File: src/verilog/nfs_unused_placeholder_never.sv
`timescale 1ns/100ps

File: src/verilog/nfs_pkg.sv
package nfs_pkg;
   // clock and bus timing, figures in ns
   localparam int CLK_NS = 5;
   localparam int WP_NS = 35;
   localparam int WPH_NS = 30;
   localparam int BUSY_NS = 90;
   localparam int RP_NS = 500;
   localparam int RDY_NS = 20000;
   localparam int WIN_NS = 50000;
   // least times round up, the collection window (a longest wait) rounds down
   localparam int WP_CYC = (WP_NS + CLK_NS - 1) / CLK_NS;
   localparam int WPH_CYC = (WPH_NS + CLK_NS - 1) / CLK_NS;
   localparam int BUSY_CYC = (BUSY_NS + CLK_NS - 1) / CLK_NS;
   localparam int RP_CYC = (RP_NS + CLK_NS - 1) / CLK_NS;
   localparam int RDY_CYC = (RDY_NS + CLK_NS - 1) / CLK_NS;
   localparam int WIN_CYC = WIN_NS / CLK_NS;
   // one whole write cycle, used as the safety margin inside the window
   localparam int WR_CYC = WP_CYC + WPH_CYC + 2;

   localparam int ADDR_W = 22;
   localparam int DATA_W = 8;
   localparam int SECT_LSB = 16;

   localparam logic [21:0] UNLOCK_ADDR1 = 22'h000555;
   localparam logic [21:0] UNLOCK_ADDR2 = 22'h0002aa;
   localparam logic [7:0] CMD_UNLOCK1 = 8'haa;
   localparam logic [7:0] CMD_UNLOCK2 = 8'h55;
   localparam logic [7:0] CMD_PROG = 8'ha0;
   localparam logic [7:0] CMD_BYPASS = 8'h20;
   localparam logic [7:0] CMD_BYP_EXIT1 = 8'h90;
   localparam logic [7:0] CMD_BYP_EXIT2 = 8'h00;
   localparam logic [7:0] CMD_ERASE_SETUP = 8'h80;
   localparam logic [7:0] CMD_CHIP = 8'h10;
   localparam logic [7:0] CMD_SECT = 8'h30;
   localparam logic [7:0] CMD_RESET = 8'hf0;

   // write cycles per operation
   localparam logic [2:0] LEN_PROG = 3'h4;
   localparam logic [2:0] LEN_BYP_ENTER = 3'h3;
   localparam logic [2:0] LEN_BYP_PROG = 3'h2;
   localparam logic [2:0] LEN_BYP_EXIT = 3'h2;
   localparam logic [2:0] LEN_ERASE = 3'h6;

   typedef enum logic [2:0]
   {
      OP_PROG = 3'h0,
      OP_BYP_ENTER = 3'h1,
      OP_BYP_PROG = 3'h2,
      OP_BYP_EXIT = 3'h3,
      OP_CHIP = 3'h4,
      OP_SECT = 3'h5,
      OP_RESET = 3'h6
   } nfs_op_t;

   typedef enum logic [3:0]
   {
      ST_IDLE = 4'h0,
      ST_SETUP = 4'h1,
      ST_STROBE = 4'h2,
      ST_HOLD = 4'h3,
      ST_GAP = 4'h4,
      ST_COLLECT = 4'h5,
      ST_SETTLE = 4'h6,
      ST_POLL = 4'h7,
      ST_RESET = 4'h8,
      ST_RECOVER = 4'h9
   } nfs_state_t;

   typedef struct packed
   {
      nfs_op_t op;
      logic [21:0] addr;
      logic [7:0] data;
   } nfs_req_t;

   typedef struct packed
   {
      logic [21:0] addr;
      logic ce_n;
      logic we_n;
      logic oe_n;
      logic reset_n;
      logic speedup;
   } nfs_pins_t;
endpackage : nfs_pkg

File: src/verilog/nfs_host.sv
// Overview of operation
// byte program: two unlocks, setup, address/data
// device times program pulses itself
// device returns to read after program
// progress shown on status bits, ready_busy_n
// commands ignored while programming; reset aborts
// program any order; only ones become zeros
// bypass entry: two unlocks then 20h
// bypass program: A0h then address/data, repeatable
// bypass mode accepts only bypass program/reset
// bypass exit: 90h then 00h
// speedup level forces bypass; never during erase
// chip erase: six writes ending 10h
// device preprograms zeros before erase
// chip erase ignores commands; reset aborts
// erase status bits; read mode after
// sector erase: six writes, sector address, 30h
// 50 us window collects more sectors
// extra sector writes spaced under 50 us
// other command in window aborts erase
// window expiry flagged; restarts each accepted write
// running sector erase accepts only suspend
// mismatched write abandons sequence to read
// address at later fall, data first rise
// reset command only before embedded operation
// sector chosen by sector select bits only
// ready_busy_n low while embedded algorithm runs
`timescale 1ns/100ps
module nfs_host
#(
   parameter int WIN_CYC = nfs_pkg::WIN_CYC,
   parameter int RDY_CYC = nfs_pkg::RDY_CYC
)
(
   // clock and reset
   input wire logic clk,
   input wire logic rst_n,
   // user requests
   input wire logic req_valid,
   input wire nfs_pkg::nfs_req_t req,
   output logic req_ready,
   output logic req_err,
   output logic done,
   output logic busy,
   input wire logic hw_reset_req,
   input wire logic acc_mode,
   // flash pins
   output nfs_pkg::nfs_pins_t pins,
   output logic [7:0] dq_out,
   output logic dq_oe,
   input wire logic [7:0] dq_in,
   input wire logic ready_busy_n
);
   initial
   begin
      if (WIN_CYC <= nfs_pkg::WR_CYC + 1 || WIN_CYC > 65535 || RDY_CYC < 1 || RDY_CYC > 65535)
         $error("nfs_host: timing parameter out of range");
   end

   nfs_pkg::nfs_state_t state;
   nfs_pkg::nfs_req_t cur;
   logic [15:0] cnt;
   logic [15:0] win_cnt;
   logic [2:0] step;
   logic [2:0] last;
   logic [2:0] wr_cnt;
   logic byp_mode;
   logic [21:0] addr_q;
   logic take;
   logic legal;
   logic win_open;
   logic bypass;
   logic erase_op;

   function automatic logic [29:0] step_word(nfs_pkg::nfs_req_t r, logic [2:0] s);
      logic [21:0] sa;
      logic [29:0] w;
      sa = {r.addr[21:nfs_pkg::SECT_LSB], 16'h0000};
      w = {nfs_pkg::UNLOCK_ADDR1, nfs_pkg::CMD_RESET};
      unique case (r.op)
         nfs_pkg::OP_PROG, nfs_pkg::OP_BYP_PROG, nfs_pkg::OP_BYP_ENTER:
         begin
            unique case (s)
               3'h0: w = {nfs_pkg::UNLOCK_ADDR1, nfs_pkg::CMD_UNLOCK1};
               3'h1: w = {nfs_pkg::UNLOCK_ADDR2, nfs_pkg::CMD_UNLOCK2};
               3'h2: w = {nfs_pkg::UNLOCK_ADDR1, (r.op == nfs_pkg::OP_BYP_ENTER) ? nfs_pkg::CMD_BYPASS
                                                                              : nfs_pkg::CMD_PROG};
               default: w = {r.addr, r.data};
            endcase
         end
         nfs_pkg::OP_BYP_EXIT:
            w = {nfs_pkg::UNLOCK_ADDR1, (s == 3'h0) ? nfs_pkg::CMD_BYP_EXIT1 : nfs_pkg::CMD_BYP_EXIT2};
         nfs_pkg::OP_CHIP, nfs_pkg::OP_SECT:
         begin
            unique case (s)
               3'h0, 3'h3: w = {nfs_pkg::UNLOCK_ADDR1, nfs_pkg::CMD_UNLOCK1};
               3'h1, 3'h4: w = {nfs_pkg::UNLOCK_ADDR2, nfs_pkg::CMD_UNLOCK2};
               3'h2: w = {nfs_pkg::UNLOCK_ADDR1, nfs_pkg::CMD_ERASE_SETUP};
               default: w = (r.op == nfs_pkg::OP_CHIP) ? {nfs_pkg::UNLOCK_ADDR1, nfs_pkg::CMD_CHIP}
                                                       : {sa, nfs_pkg::CMD_SECT};
            endcase
         end
         default: w = {nfs_pkg::UNLOCK_ADDR1, nfs_pkg::CMD_RESET};
      endcase
      return w;
   endfunction : step_word

   // the device enters bypass by itself while the speedup level is applied
   assign bypass = byp_mode | acc_mode;
   assign erase_op = cur.op == nfs_pkg::OP_CHIP || cur.op == nfs_pkg::OP_SECT;
   // margin of one write so the extra sector lands before the device closes the window
   assign win_open = win_cnt < 16'(WIN_CYC - nfs_pkg::WR_CYC);

   always_comb
   begin
      legal = 1'b1;
      if (bypass)
         legal = req.op == nfs_pkg::OP_BYP_PROG || (req.op == nfs_pkg::OP_BYP_EXIT && !acc_mode);
      else if (req.op == nfs_pkg::OP_BYP_PROG || req.op == nfs_pkg::OP_BYP_EXIT)
         legal = 1'b0;
      if (acc_mode && (req.op == nfs_pkg::OP_CHIP || req.op == nfs_pkg::OP_SECT))
         legal = 1'b0;
   end

   // nothing but another sector may be written inside the window, or the erase is lost
   assign req_ready = !hw_reset_req && (state == nfs_pkg::ST_IDLE
                      || (state == nfs_pkg::ST_COLLECT && req.op == nfs_pkg::OP_SECT && win_open));
   assign take = req_valid && req_ready;
   assign busy = state != nfs_pkg::ST_IDLE;

   always_ff @(posedge clk)
   begin
      if (!rst_n)
      begin
         state <= nfs_pkg::ST_IDLE;
         cnt <= 16'h0000;
         step <= 3'h0;
         last <= 3'h0;
         cur <= '0;
         req_err <= 1'b0;
         done <= 1'b0;
      end
      else
      begin
         req_err <= 1'b0;
         done <= 1'b0;
         if (hw_reset_req)
         begin
            state <= nfs_pkg::ST_RESET;
            cnt <= 16'h0000;
         end
         else
         begin
            unique case (state)
               nfs_pkg::ST_IDLE, nfs_pkg::ST_COLLECT:
               begin
                  if (take && state == nfs_pkg::ST_COLLECT)
                  begin
                     cur <= req;
                     step <= 3'h5;
                     last <= 3'h5;
                     state <= nfs_pkg::ST_SETUP;
                  end
                  else if (take && !legal)
                     req_err <= 1'b1;
                  else if (take)
                  begin
                     cur <= req;
                     state <= nfs_pkg::ST_SETUP;
                     unique case (req.op)
                        nfs_pkg::OP_PROG: {step, last} <= {3'h0, nfs_pkg::LEN_PROG - 3'h1};
                        nfs_pkg::OP_BYP_ENTER: {step, last} <= {3'h0, nfs_pkg::LEN_BYP_ENTER - 3'h1};
                        nfs_pkg::OP_BYP_PROG: {step, last} <= {3'h2, 3'h3};
                        nfs_pkg::OP_BYP_EXIT: {step, last} <= {3'h0, nfs_pkg::LEN_BYP_EXIT - 3'h1};
                        nfs_pkg::OP_CHIP, nfs_pkg::OP_SECT: {step, last} <= {3'h0, nfs_pkg::LEN_ERASE - 3'h1};
                        default: {step, last} <= {3'h0, 3'h0};
                     endcase
                  end
                  else if (state == nfs_pkg::ST_COLLECT && win_cnt >= 16'(WIN_CYC - 1))
                  begin
                     state <= nfs_pkg::ST_SETTLE;
                     cnt <= 16'h0000;
                  end
               end
               nfs_pkg::ST_SETUP:
               begin
                  state <= nfs_pkg::ST_STROBE;
                  cnt <= 16'h0000;
               end
               nfs_pkg::ST_STROBE:
               begin
                  cnt <= cnt + 16'h0001;
                  if (cnt == 16'(nfs_pkg::WP_CYC - 1))
                     state <= nfs_pkg::ST_HOLD;
               end
               nfs_pkg::ST_HOLD:
               begin
                  state <= nfs_pkg::ST_GAP;
                  cnt <= 16'h0000;
               end
               nfs_pkg::ST_GAP:
               begin
                  cnt <= cnt + 16'h0001;
                  if (cnt == 16'(nfs_pkg::WPH_CYC - 1))
                  begin
                     cnt <= 16'h0000;
                     step <= step + 3'h1;
                     if (step != last)
                        state <= nfs_pkg::ST_SETUP;
                     else if (cur.op == nfs_pkg::OP_SECT)
                        state <= nfs_pkg::ST_COLLECT;
                     else if (cur.op == nfs_pkg::OP_PROG || cur.op == nfs_pkg::OP_BYP_PROG || cur.op == nfs_pkg::OP_CHIP)
                        state <= nfs_pkg::ST_SETTLE;
                     else
                     begin
                        state <= nfs_pkg::ST_IDLE;
                        done <= 1'b1;
                     end
                  end
               end
               nfs_pkg::ST_SETTLE:
               begin
                  // ready_busy_n only falls some time after the last strobe
                  cnt <= cnt + 16'h0001;
                  if (cnt == 16'(nfs_pkg::BUSY_CYC - 1))
                     state <= nfs_pkg::ST_POLL;
               end
               nfs_pkg::ST_POLL:
               begin
                  if (ready_busy_n)
                  begin
                     state <= nfs_pkg::ST_IDLE;
                     done <= 1'b1;
                  end
               end
               nfs_pkg::ST_RESET:
               begin
                  cnt <= cnt + 16'h0001;
                  if (cnt == 16'(nfs_pkg::RP_CYC - 1))
                  begin
                     state <= nfs_pkg::ST_RECOVER;
                     cnt <= 16'h0000;
                  end
               end
               nfs_pkg::ST_RECOVER:
               begin
                  cnt <= cnt + 16'h0001;
                  if (cnt == 16'(RDY_CYC - 1))
                     state <= nfs_pkg::ST_IDLE;
               end
               default: state <= nfs_pkg::ST_IDLE;
            endcase
         end
      end
   end

   // window timer restarts at the rising strobe of each sector write
   always_ff @(posedge clk)
   begin
      if (!rst_n)
         win_cnt <= 16'h0000;
      else if (state == nfs_pkg::ST_HOLD && cur.op == nfs_pkg::OP_SECT)
         win_cnt <= 16'h0000;
      else if (state == nfs_pkg::ST_COLLECT || state == nfs_pkg::ST_GAP)
         win_cnt <= win_cnt + 16'h0001;
   end

   always_ff @(posedge clk)
   begin
      if (!rst_n)
         byp_mode <= 1'b0;
      else if (state == nfs_pkg::ST_RESET)
         byp_mode <= 1'b0;
      else if (done && cur.op == nfs_pkg::OP_BYP_ENTER)
         byp_mode <= 1'b1;
      else if (done && cur.op == nfs_pkg::OP_BYP_EXIT)
         byp_mode <= 1'b0;
   end

   always_ff @(posedge clk)
   begin
      if (!rst_n)
      begin
         addr_q <= 22'h000000;
         dq_out <= 8'h00;
      end
      else if (state == nfs_pkg::ST_SETUP)
         {addr_q, dq_out} <= step_word(cur, step);
   end

   // write counter seen only by the checks below
   always_ff @(posedge clk)
   begin
      if (!rst_n || take)
         wr_cnt <= 3'h0;
      else if (state == nfs_pkg::ST_HOLD)
         wr_cnt <= wr_cnt + 3'h1;
   end

   always_comb
   begin
      pins.addr = addr_q;
      pins.ce_n = !(state == nfs_pkg::ST_SETUP || state == nfs_pkg::ST_STROBE || state == nfs_pkg::ST_HOLD);
      pins.we_n = state != nfs_pkg::ST_STROBE;
      pins.oe_n = 1'b1;
      pins.reset_n = state != nfs_pkg::ST_RESET;
      pins.speedup = acc_mode && !(busy && erase_op);
   end
   assign dq_oe = !pins.ce_n;
endmodule : nfs_host

File: config.mk
export PLATFORM = sky130hd
export DESIGN_NAME = nfs_host
export DESIGN_NICKNAME = d
export VERILOG_FILES = /design/src/verilog/nfs_unused_placeholder_never.sv /design/src/verilog/nfs_pkg.sv /design/src/verilog/nfs_host.sv
export SDC_FILE = /design/constraint.sdc
export NUM_CORES = 1
export LEC_CHECK = 0
export ABC_AREA = 1
export BUFFER_PORTS_ARGS = -buffer_cell sky130_fd_sc_hd__buf_2
export CORE_ASPECT_RATIO = 1.25
export CORE_MARGIN = 1.5
export CORE_UTILIZATION = 55
export DETAILED_ROUTE_END_ITERATION = 12
export GPL_TIMING_DRIVEN = 0
export PLACE_DENSITY = 0.78
export SLEW_MARGIN = 0
export SYNTH_ARGS = -nofsm -noshare
export SYNTH_HDL_FRONTEND = slang
export SYNTH_SLANG_ARGS = --single-unit
File: constraint.sdc
create_clock -name clk -period 5.4 [get_ports clk]
set_input_delay 0.54 -clock clk [delete_from_list [all_inputs] [get_ports clk]]
set_output_delay 0.54 -clock clk [all_outputs]
set_load 0.005 [all_outputs]
==> results of run 1 <==
[state kept, by name, indices dropped and copies added, names as in the netlist]
signal	cells
state	4
step	3
byp_mode	1
cnt	16
cur	33
dq_out	8
done	1
req_err	1
addr_q	22
last	3
win_cnt	16
[final cells by class]
cell class	instances	area, um2	area share [%]
inverter	87	327	5.12
sequential	108	2160	33.9
clock inverter	7	73.8	1.16
clock buffer	9	225	3.53
multi-input combinational	603	2910	45.6
tap	126	158	2.47
buffer	28	143	2.24
timing repair buffer	77	385	6.04
[worst min-delay path by stage]
stage | start | to | slack (ns) | depth (start not counted)
after floorplan | cur[24]$_SDFFE_PN0P_ | addr_q[16]$_SDFFE_PN0P_ | 0.44 | 2
after global placement | cur[28]$_SDFFE_PN0P_ | addr_q[20]$_SDFFE_PN0P_ | 0.45 | 2
after detailed placement | cur[21]$_SDFFE_PN0P_ | addr_q[13]$_SDFFE_PN0P_ | 0.45 | 2
after CTS | req[23] | cur[23]$_SDFFE_PN0P_ | 0.40 | 3
after global routing | req[23] | cur[23]$_SDFFE_PN0P_ | 0.41 | 3
final | req[10] | cur[10]$_SDFFE_PN0P_ | 0.40 | 3
[logic make-up after synthesis]
family / after synthesis / share of synthesized area, %
buf+inv: 115 / 8.47
other cells: 1 / 0.0677
flops: 108 / 39.0
compound gates: 177 / 17.8
simple gates: 405 / 30.7
xor+xnor: 10 / 1.58
fa+ha+maj: 10 / 2.26
[where the power goes]
part	internal, W	switching (W)
clock network	0.000330	0.000335
logic	0.000207	0.000451
registers	0.000847	0.0000383
[synthesized netlist by cell type (3+ instances only)]
cell type / instances / area, um2
o31ai_1: 3 / 22.5
xnor2_1: 3 / 26.3
inv_1: 80 / 300
nor3_1: 9 / 45.0
nor2_2: 5 / 31.3
nand2_1: 178 / 668
ha_1: 10 / 125
nand4_1: 13 / 81.3
a21oi_1: 58 / 290
o21ai_0: 79 / 395
nor2_1: 148 / 556
inv_2: 6 / 22.5
buf_2: 11 / 55.1
o311ai_0: 4 / 35.0
a31oi_1: 11 / 68.8
a21oi_2: 4 / 35.0
dfxtp_1: 108 / 2160
nand2_2: 6 / 37.5
clkbuf_1: 12 / 45.0
nand3_1: 34 / 170
xor2_1: 7 / 61.3
or2_2: 4 / 25.0
[routing by layer]
| layer | track usage [%] | part of all wire [%] | up-vias |
|---|---|---|---|
| li1 | - | - | 2866 |
| met1 | 33.9 | 42 | 2622 |
| met2 | 49.2 | 48 | 235 |
| met3 | 4.30 | 6.4 | 48 |
| met4 | 14.5 | 3.5 | 0 |
| met5 | 0 | 0 | - |
[metrics by stage]
stage | total power (W) | area, um2 | utilization, %
2_1_floorplan | 0.00135 | 5540 | -
3_3_place_gp | 0.00154 | 6080 | 62.6
3_5_place_dp | 0.00155 | 6080 | 62.6
4_1_cts | 0.00220 | 6380 | 65.7
5_1_grt | 0.00233 | 6380 | 65.7
6_report | 0.00221 | 6380 | 65.7
[worst min-delay path, delay by kind of cell]
| kind | cells | cell delay (ns) |
|---|---|---|
| buf+inv | 1 | 0.07 |
| simple gates | 2 | 0.11 |
==> results.cfg, run 1 <==
[run]
maxCapViolations = 0

[clock_tree]
path_clk_slew_ns = 0.08
cts-resized-gates = 0
clock-root-buffer = clkbuf_16
clock_latency_ns = 0.36
htree_levels = 3
hold_buffers = 0
clock_path_buffers = 2
cts_sinks = 108
cts_tree = yes
post_cts.repair.setup_buffers = 0
cts_buffers = 9

[sta]
fin_crit_ns = 2.41
max-slew-margin-rel_pct = 52.9
rsz0062_at_grt = false
hold_slack_ns = 0.400
fmax_mhz = 415
worst_pin_slew_ns = 0.704
final.setup.tns_ns = 0
timing.final.ws_setup_ns = 2.99
finalSetupViolations = 0
finalCritPeriodShare_pct = 44.7
drv_slew = 0
fin_skew_ns = 0.00942
hold_viol_final = 0

[critical_path]
endpoint = addr_q[16]$_SDFFE_PN0P_
crit_slowest_cell = dfxtp_1
cp-start-kind = flop
r2r-end = addr_q[16]$_SDFFE_PN0P_
cp.required_ns = 5.69
worstSetupStartpoint = step[0]$_SDFFE_PN0P_
cp.depth = 11
critical_path.cell_chain = inv_1, ha_1, inv_1, nor2_1, nor2_1, nand2_1, nor2_1, inv_1, a21oi_2, nand2_1, a21oi_1
critPathKind = flop to flop
end_kind = flop
reg2reg_depth = 11
crit_buf_inv = 3
path_max_fanout = 9
worstPathArrival_ns = 2.70
cp_top_family = simple AND/OR/NAND/NOR gates
reg2reg_from = step[0]$_SDFFE_PN0P_
reg2reg_slack_ns = 2.99
critPathMaxStageDelay_ns = 0.51

[synthesis]
ys.flop_type = dfxtp_1
syn_nets = 883
yosys_warnings = 0
synth_edf_count = 0
seq_area_frac_synth_pct = 39.0
synth_area_per_cell_um2 = 6.70
netlist_area_um2 = 5540
synth.ff_latch_count = 108
async_reset_ff_share_pct = 0
syn_inst = 826
synth.distinct_cells = 46

[global_route]
grt_max_degree = 22
grt_pass1_vias = 5362
grt_pass1_wl_um = 24300
grt_use_total_pct = 28.3
gr-total-overflow = 0
antenna_found_initial = 0

[outcome]
status = finished, final reports clean

[route]
drtAntennaViolNets = 0
drt-initial-drc-count = 334
avgViaCountPerCell = 5.52
vias = 5771
firstDrtPassIters = 5
postRouteWirelength_um = 14700
wl_per_cell_um = 14.1
drc_errors = 0

[layout]
final_cell_mix = 178 x nand2_1, 148 x nor2_1, 108 x dfxtp_1
instances_no_fill = 1045
drive_above_1_share_pct = 15.8
area_delta_synth_final_pct = 15.2
layout_commonest_cell = nand2_1
antenna_cells = 0
n_fill_cell = 897
fin_nets = 971

[floorplanning]
coreArea_um2 = 9710
pin_count = 87
die_width_um = 92.8
die_h_um = 115
initial_core_util_pct = 57.0
rows = 40
die_area_um2 = 10700

[power]
leakage_nw = 2.84
power.density_nw_per_um2 = 346
ir_drop_v = 0.000203

[placed_design]
dpl.hpwl_um = 11000
portBuffers = 77
gp_congestion = 0.964
post-place-ws_ns = 3.00
dp_cells = 1029

[worst_hold_path]
hold_class = input pin to flop
Note: power is estimated with default switching activity, not from simulation.
==> inputs of run 2 (changes only) <==
--- a/config.mk
+++ b/config.mk
@@ -5,14 +5,14 @@
 export SDC_FILE = /design/constraint.sdc
 export NUM_CORES = 1
 export LEC_CHECK = 0
-export ABC_AREA = 1
+export ABC_AREA = 0
 export BUFFER_PORTS_ARGS = -buffer_cell sky130_fd_sc_hd__buf_2
 export CORE_ASPECT_RATIO = 1.25
 export CORE_MARGIN = 1.5
-export CORE_UTILIZATION = 55
+export CORE_UTILIZATION = 51
 export DETAILED_ROUTE_END_ITERATION = 12
 export GPL_TIMING_DRIVEN = 0
-export PLACE_DENSITY = 0.78
+export PLACE_DENSITY = 0.76
 export SLEW_MARGIN = 0
 export SYNTH_ARGS = -nofsm -noshare
 export SYNTH_HDL_FRONTEND = slang
==> constraint.sdc (replaced) <==
create_clock -name clk -period 2.2 [get_ports clk]
set_input_delay 0.22 -clock clk [delete_from_list [all_inputs] [get_ports clk]]
set_output_delay 0.22 -clock clk [all_outputs]
set_load 0.005 [all_outputs]
==> results.cfg, run 2 <==
[route]
wl_per_cell_um = 16.9
postRouteWirelength_um = 15500
avgViaCountPerCell = 5.73
drc_errors = 0
firstDrtPassIters = 5
drtAntennaViolNets = 0
vias = 5261
drt-initial-drc-count = 257

[critical_path]
end_kind = flop
worstSetupStartpoint = win_cnt[4]$_SDFFE_PP0P_
critical_path.cell_chain = nor4_4, nand3_2, a2111o_1, a21boi_4, buf_12, buf_6, clkbuf_16, nand2_2, a21boi_1
worstPathArrival_ns = 2.52
critPathMaxStageDelay_ns = 0.51
critPathKind = flop to flop
cp_top_family = compound AO/OA/AOI/OAI gates
cp.required_ns = 2.49
reg2reg_from = win_cnt[4]$_SDFFE_PP0P_
crit_buf_inv = 3
crit_slowest_cell = a2111o_1
path_max_fanout = 8
cp-start-kind = flop

[global_route]
antenna_found_initial = 0
grt_pass1_wl_um = 23300
grt_max_degree = 20
grt_use_total_pct = 26.3
gr-total-overflow = 0
grt_pass1_vias = 4998

[synthesis]
syn_inst = 662
synth_area_per_cell_um2 = 8.16
synth_top_area_cell = dfxtp_1
async_reset_ff_share_pct = 0
yosys_warnings = 0
synth_most_common_cell = nand2_1
synth_common_cells = 116 x nand2_1, 108 x dfxtp_1, 59 x nor2_1, 43 x o21ai_0, 34 x a21boi_1
netlist_area_um2 = 5400
yosysTopAreaCellShare_pct = 40.0
seq_area_frac_synth_pct = 40.0
ys.flop_type = dfxtp_1
ys_top_cells_by_area = dfxtp_1 40%, nand2_1 8.1%, a21boi_1 4.7%
synth.distinct_cells = 65
synth.ff_latch_count = 108
synth_edf_count = 0
syn_nets = 719

[sta]
finalCritPeriodShare_pct = 102
max-slew-margin-rel_pct = 60.5
hold_viol_final = 0
fin_crit_ns = 2.24
hold_slack_ns = 0.0920
worst_pin_slew_ns = 0.587
fin_skew_ns = 0.00681
finalSetupViolations = 27
drv_slew = 0
fmax_mhz = 447
timing.final.ws_setup_ns = -0.0365
rsz0062_at_grt = true

[power]
p_total_w = 0.00435
ir_drop_v = 0.000353
leakage_nw = 2.60
power.density_nw_per_um2 = 627

[layout]
fin_nets = 841
area_delta_synth_final_pct = 28.2
layout_commonest_cell = nand2_1
drive_above_1_share_pct = 27.2
top_regs = cur x33, addr_q x22
antenna_cells = 0
top_register = cur
postLayoutCellArea_um2 = 6930
instances_no_fill = 918
largest_register_ffs = 33
final_cell_mix = 109 x nand2_1, 100 x dfxtp_1, 85 x buf_2

[clock_tree]
hold_buffers = 0
path_clk_slew_ns = 0.08
cts_sinks = 108
clock_latency_ns = 0.36
clock-root-buffer = clkbuf_16
cts_tree = yes
cts_buffers = 9
clock_path_buffers = 2
htree_levels = 3

[floorplanning]
rows = 41
coreArea_um2 = 10200
pin_count = 87
die_area_um2 = 11200
die_h_um = 118
die_width_um = 95.1
initial_core_util_pct = 52.9

[placed_design]
gp_congestion = 0.896
portBuffers = 77
dp_cells = 868
dpl-instance-area_um2 = 5950
dpl.hpwl_um = 10500

[worst_hold_path]
hold_class = input pin to flop
min_from = req[16]

[outcome]
violations = setup timing
status = finished, violations left

[run]
maxCapViolations = 0
-- run 2: changes by cell type after synthesis, moves of 15 or more --
cell,delta
a21oi_1,-31
nand3_1,-17
nor2_1,-89
nand2_1,-62
inv_1,-63
xnor2_1,+15
o21ai_0,-36
nor2b_1,+17
a21boi_1,+34
-- run 2: cell type report --
| cell class | instances | area (um2) |
|---|---|---|
| tap | 129 | 161 |
| fill | 867 | 3280 |
| buffer | 36 | 228 |
| multi-input combinational | 501 | 3280 |
| timing repair buffer | 111 | 729 |
| clock inverter | 7 | 62.6 |
| inverter | 17 | 63.8 |
| sequential | 108 | 2180 |
| clock buffer | 9 | 225 |
-- run 2: worst min-delay path: stages --
cell	delay [ns]
buf_2	0.09
nand2_1	0.04
a21boi_1	0.05
-- run 2: logic make-up (layout without fill, tap and decap cells) --
family | Yosys count | in the layout | share of synthesized area, %
compound gates | 173 | 173 | 21.7
xor+xnor | 30 | 30 | 4.86
fa+ha+maj | 10 | 10 | 2.32
buf+inv | 53 | 180 | 4.72
flops | 108 | 108 | 40.0
mux | 5 | 5 | 0.926
other cells | 1 | 1 | 0.0694
simple gates | 282 | 282 | 25.4
-- run 2: through the flow --
step | util (%) | worst slack (ns) | TNS (ns)
3_5_place_dp | 58.3 | -0.733 | -16.97
3_3_place_gp | 58.3 | -0.681 | -13.82
5_1_grt | 67.9 | -0.176 | -3.48
4_1_cts | 63.4 | -0.0144 | -0.133
2_1_floorplan | - | 0.110 | 0
6_report | 67.9 | -0.0365 | -0.572
-- run 2: worst paths after layout --
kind                                              to  slack (ns)  cells after the start
worst max-delay path            cur[23]$_SDFFE_PN0P_       -0.04                      9
worst min-delay path            cur[16]$_SDFFE_PN0P_        0.09                      3
worst max register to register  cur[23]$_SDFFE_PN0P_       -0.04                      9
worst min register to register  cur[25]$_SDFFE_PN0P_        0.45                      2
-- run 2: per-layer routing --
layer / track usage, % / vias to the layer above / share of wire, %
li1: - / 2552 / -
met2: 47.7 / 177 / 52
met1: 29.0 / 2484 / 40
met5: 0 / - / 0
met4: 13.0 / 0 / 3.8
met3: 3.42 / 48 / 4.4
-- run 2: timing repair --
| item | 4_1_cts | 5_1_grt |
|---|---|---|
| setup buffers | 11 | 18 |
| cloned | 2 | 3 |
| setup endpoints to repair | 86 | 94 |
| resized for setup | 33 | 69 |
| pin swaps | 10 | 25 |
-- run 2: power breakdown --
| group | internal (W) | switching (W) |
|---|---|---|
| Clock | 0.000787 | 0.000807 |
| Combinational | 0.000309 | 0.000406 |
| Sequential | 0.00200 | 0.0000397 |
| Total | 0.00309 | 0.00125 |
==> inputs of run 3 (changes only) <==
--- a/config.mk
+++ b/config.mk
@@ -9,10 +9,9 @@
 export BUFFER_PORTS_ARGS = -buffer_cell sky130_fd_sc_hd__buf_2
 export CORE_ASPECT_RATIO = 1.25
 export CORE_MARGIN = 1.5
-export CORE_UTILIZATION = 51
+export CORE_UTILIZATION = 35
 export DETAILED_ROUTE_END_ITERATION = 12
 export GPL_TIMING_DRIVEN = 0
-export PLACE_DENSITY = 0.76
 export SLEW_MARGIN = 0
 export SYNTH_ARGS = -nofsm -noshare
 export SYNTH_HDL_FRONTEND = slang
==> results.cfg, run 3 (synthesis gave the netlist of run 2 again) <==
[outcome]
status = finished, violations left
violations = setup timing

[layout]
postLayoutCellArea_um2 = 6830
layout_commonest_cell = nand2_1
instances_no_fill = 961
fin_nets = 831
n_fill_cell = 1496
area_delta_synth_final_pct = 26.4
largest_register_ffs = 33
final_cell_mix = 116 x nand2_1, 98 x dfxtp_1, 84 x buf_2
top_regs = cur x33, addr_q x22
antenna_cells = 0
top_register = cur
drive_above_1_share_pct = 25.0

[power]
p_total_w = 0.00448
power.density_nw_per_um2 = 656
ir_drop_v = 0.000348
leakage_nw = 2.50

[floorplanning]
die_h_um = 142
pin_count = 87
die_width_um = 114
die_area_um2 = 16200
rows = 50
coreArea_um2 = 15000
initial_core_util_pct = 36.0

[critical_path]
critPathKind = flop to flop
cp-start-kind = flop
path_max_fanout = 7
reg2reg_slack_ns = -0.02
endpoint = cnt[7]$_SDFFE_PP0P_
end_kind = flop
worstSetupStartpoint = state[3]$_SDFFE_PN0P_
reg2reg_depth = 7
worstPathArrival_ns = 2.48
cp.required_ns = 2.46
r2r-end = cnt[7]$_SDFFE_PP0P_
reg2reg_from = state[3]$_SDFFE_PN0P_

[sta]
timing.final.ws_setup_ns = -0.0222
finalCritPeriodShare_pct = 101
max-slew-margin-rel_pct = 62.0
final.setup.tns_ns = -0.0222
worst_pin_slew_ns = 0.566
fin_crit_ns = 2.22
finalSetupViolations = 1
rsz0062_at_grt = true
fmax_mhz = 450
fin_skew_ns = 0.00822
hold_viol_final = 0
drv_slew = 0

[route]
firstDrtPassIters = 4
postRouteWirelength_um = 15000
drtAntennaViolNets = 0
drc_errors = 0
avgViaCountPerCell = 5.22
wl_per_cell_um = 15.6
vias = 5013
drt-initial-drc-count = 304

[clock_tree]
hold_buffers = 0
clock_latency_ns = 0.36
htree_levels = 3
clock-root-buffer = clkbuf_16
path_clk_slew_ns = 0.08
clock_path_buffers = 2
cts_buffers = 9
cts_tree = yes
cts_sinks = 108

[placed_design]
portBuffers = 77
dp_cells = 921
dpl-instance-area_um2 = 6020
dpl.hpwl_um = 10800
gp_congestion = 0.873
post-place-ws_ns = -0.432

[global_route]
grt_pass1_wl_um = 23500
grt_use_total_pct = 18.5
grt_pass1_vias = 4725
antenna_found_initial = 0
grt_max_degree = 21
gr-total-overflow = 0

[run]
maxCapViolations = 0

[worst_hold_path]
hold_class = input pin to flop
whs_path_depth = 3
run 3: changes by cell type in the layout (fill, tap and decap cells not counted), moves of 3 or more:
cell / change
clkbuf_4: +3
nand2_4: -5
buf_6: -5
nor2_2: -6
nor2_1: +6
nand2_1: +7
run 3: stage by stage:
step,util [%],hold slack (ns)
CTS,43.5,0.0811
floorplan,-,0.355
global route,45.5,0.0756
detailed placement,40.1,0.444
global placement,40.1,0.439
finish,45.5,0.0874
run 3: worst min path at each step:
stage | start | endpoint
final | req[10] | cur[10]$_SDFFE_PN0P_
after global placement | cur[12]$_SDFFE_PN0P_ | cur[12]$_SDFFE_PN0P_
after CTS | req[1] | cur[1]$_SDFFE_PN0P_
after floorplan | req[10] | cur[10]$_SDFFE_PN0P_
after detailed placement | cur[12]$_SDFFE_PN0P_ | cur[12]$_SDFFE_PN0P_
after global routing | req[10] | cur[10]$_SDFFE_PN0P_
run 3: cell type report:
type | count | area [um2] | share of cell area (%)
multi-input combinational | 501 | 3230 | 47.3
sequential | 108 | 2180 | 31.9
timing repair buffer | 102 | 592 | 8.66
tap | 182 | 228 | 3.33
clock buffer | 9 | 225 | 3.30
buffer | 35 | 216 | 3.17
clock inverter | 7 | 92.6 | 1.36
inverter | 17 | 63.8 | 0.934
run 3: worst max-delay path, cell delays in order, from the launching register on:
cell and delay [ns]:
dfxtp_1 0.62, nor4_4 0.16, a311oi_2 0.41, o31ai_4 0.21, buf_2 0.21, nor4_2 0.30
xnor2_1 0.15, nor2_1 0.06
run 3: power breakdown:
group / internal [W] / total (W) / switching, W
registers: 0.00200 / 0.00203 / 0.0000376
clock network: 0.000915 / 0.00175 / 0.000833
logic: 0.000292 / 0.000696 / 0.000404
run 3: repair_timing:
item / in CTS / in global routing
pin swaps: 12 / 19
setup endpoints to repair: 87 / 98
cloned: 0 / 1
buffers inserted: 9 / 15
resized for setup: 29 / 46
run 3: layer usage:
metal | track usage (%) | up-vias | routed length [um]
met3 | 2.56 | 25 | 505
li1 | - | 2524 | -
met5 | 0 | - | 0
met4 | 8.88 | 0 | 364
met1 | 22.3 | 2350 | 6490
met2 | 32.3 | 114 | 7610
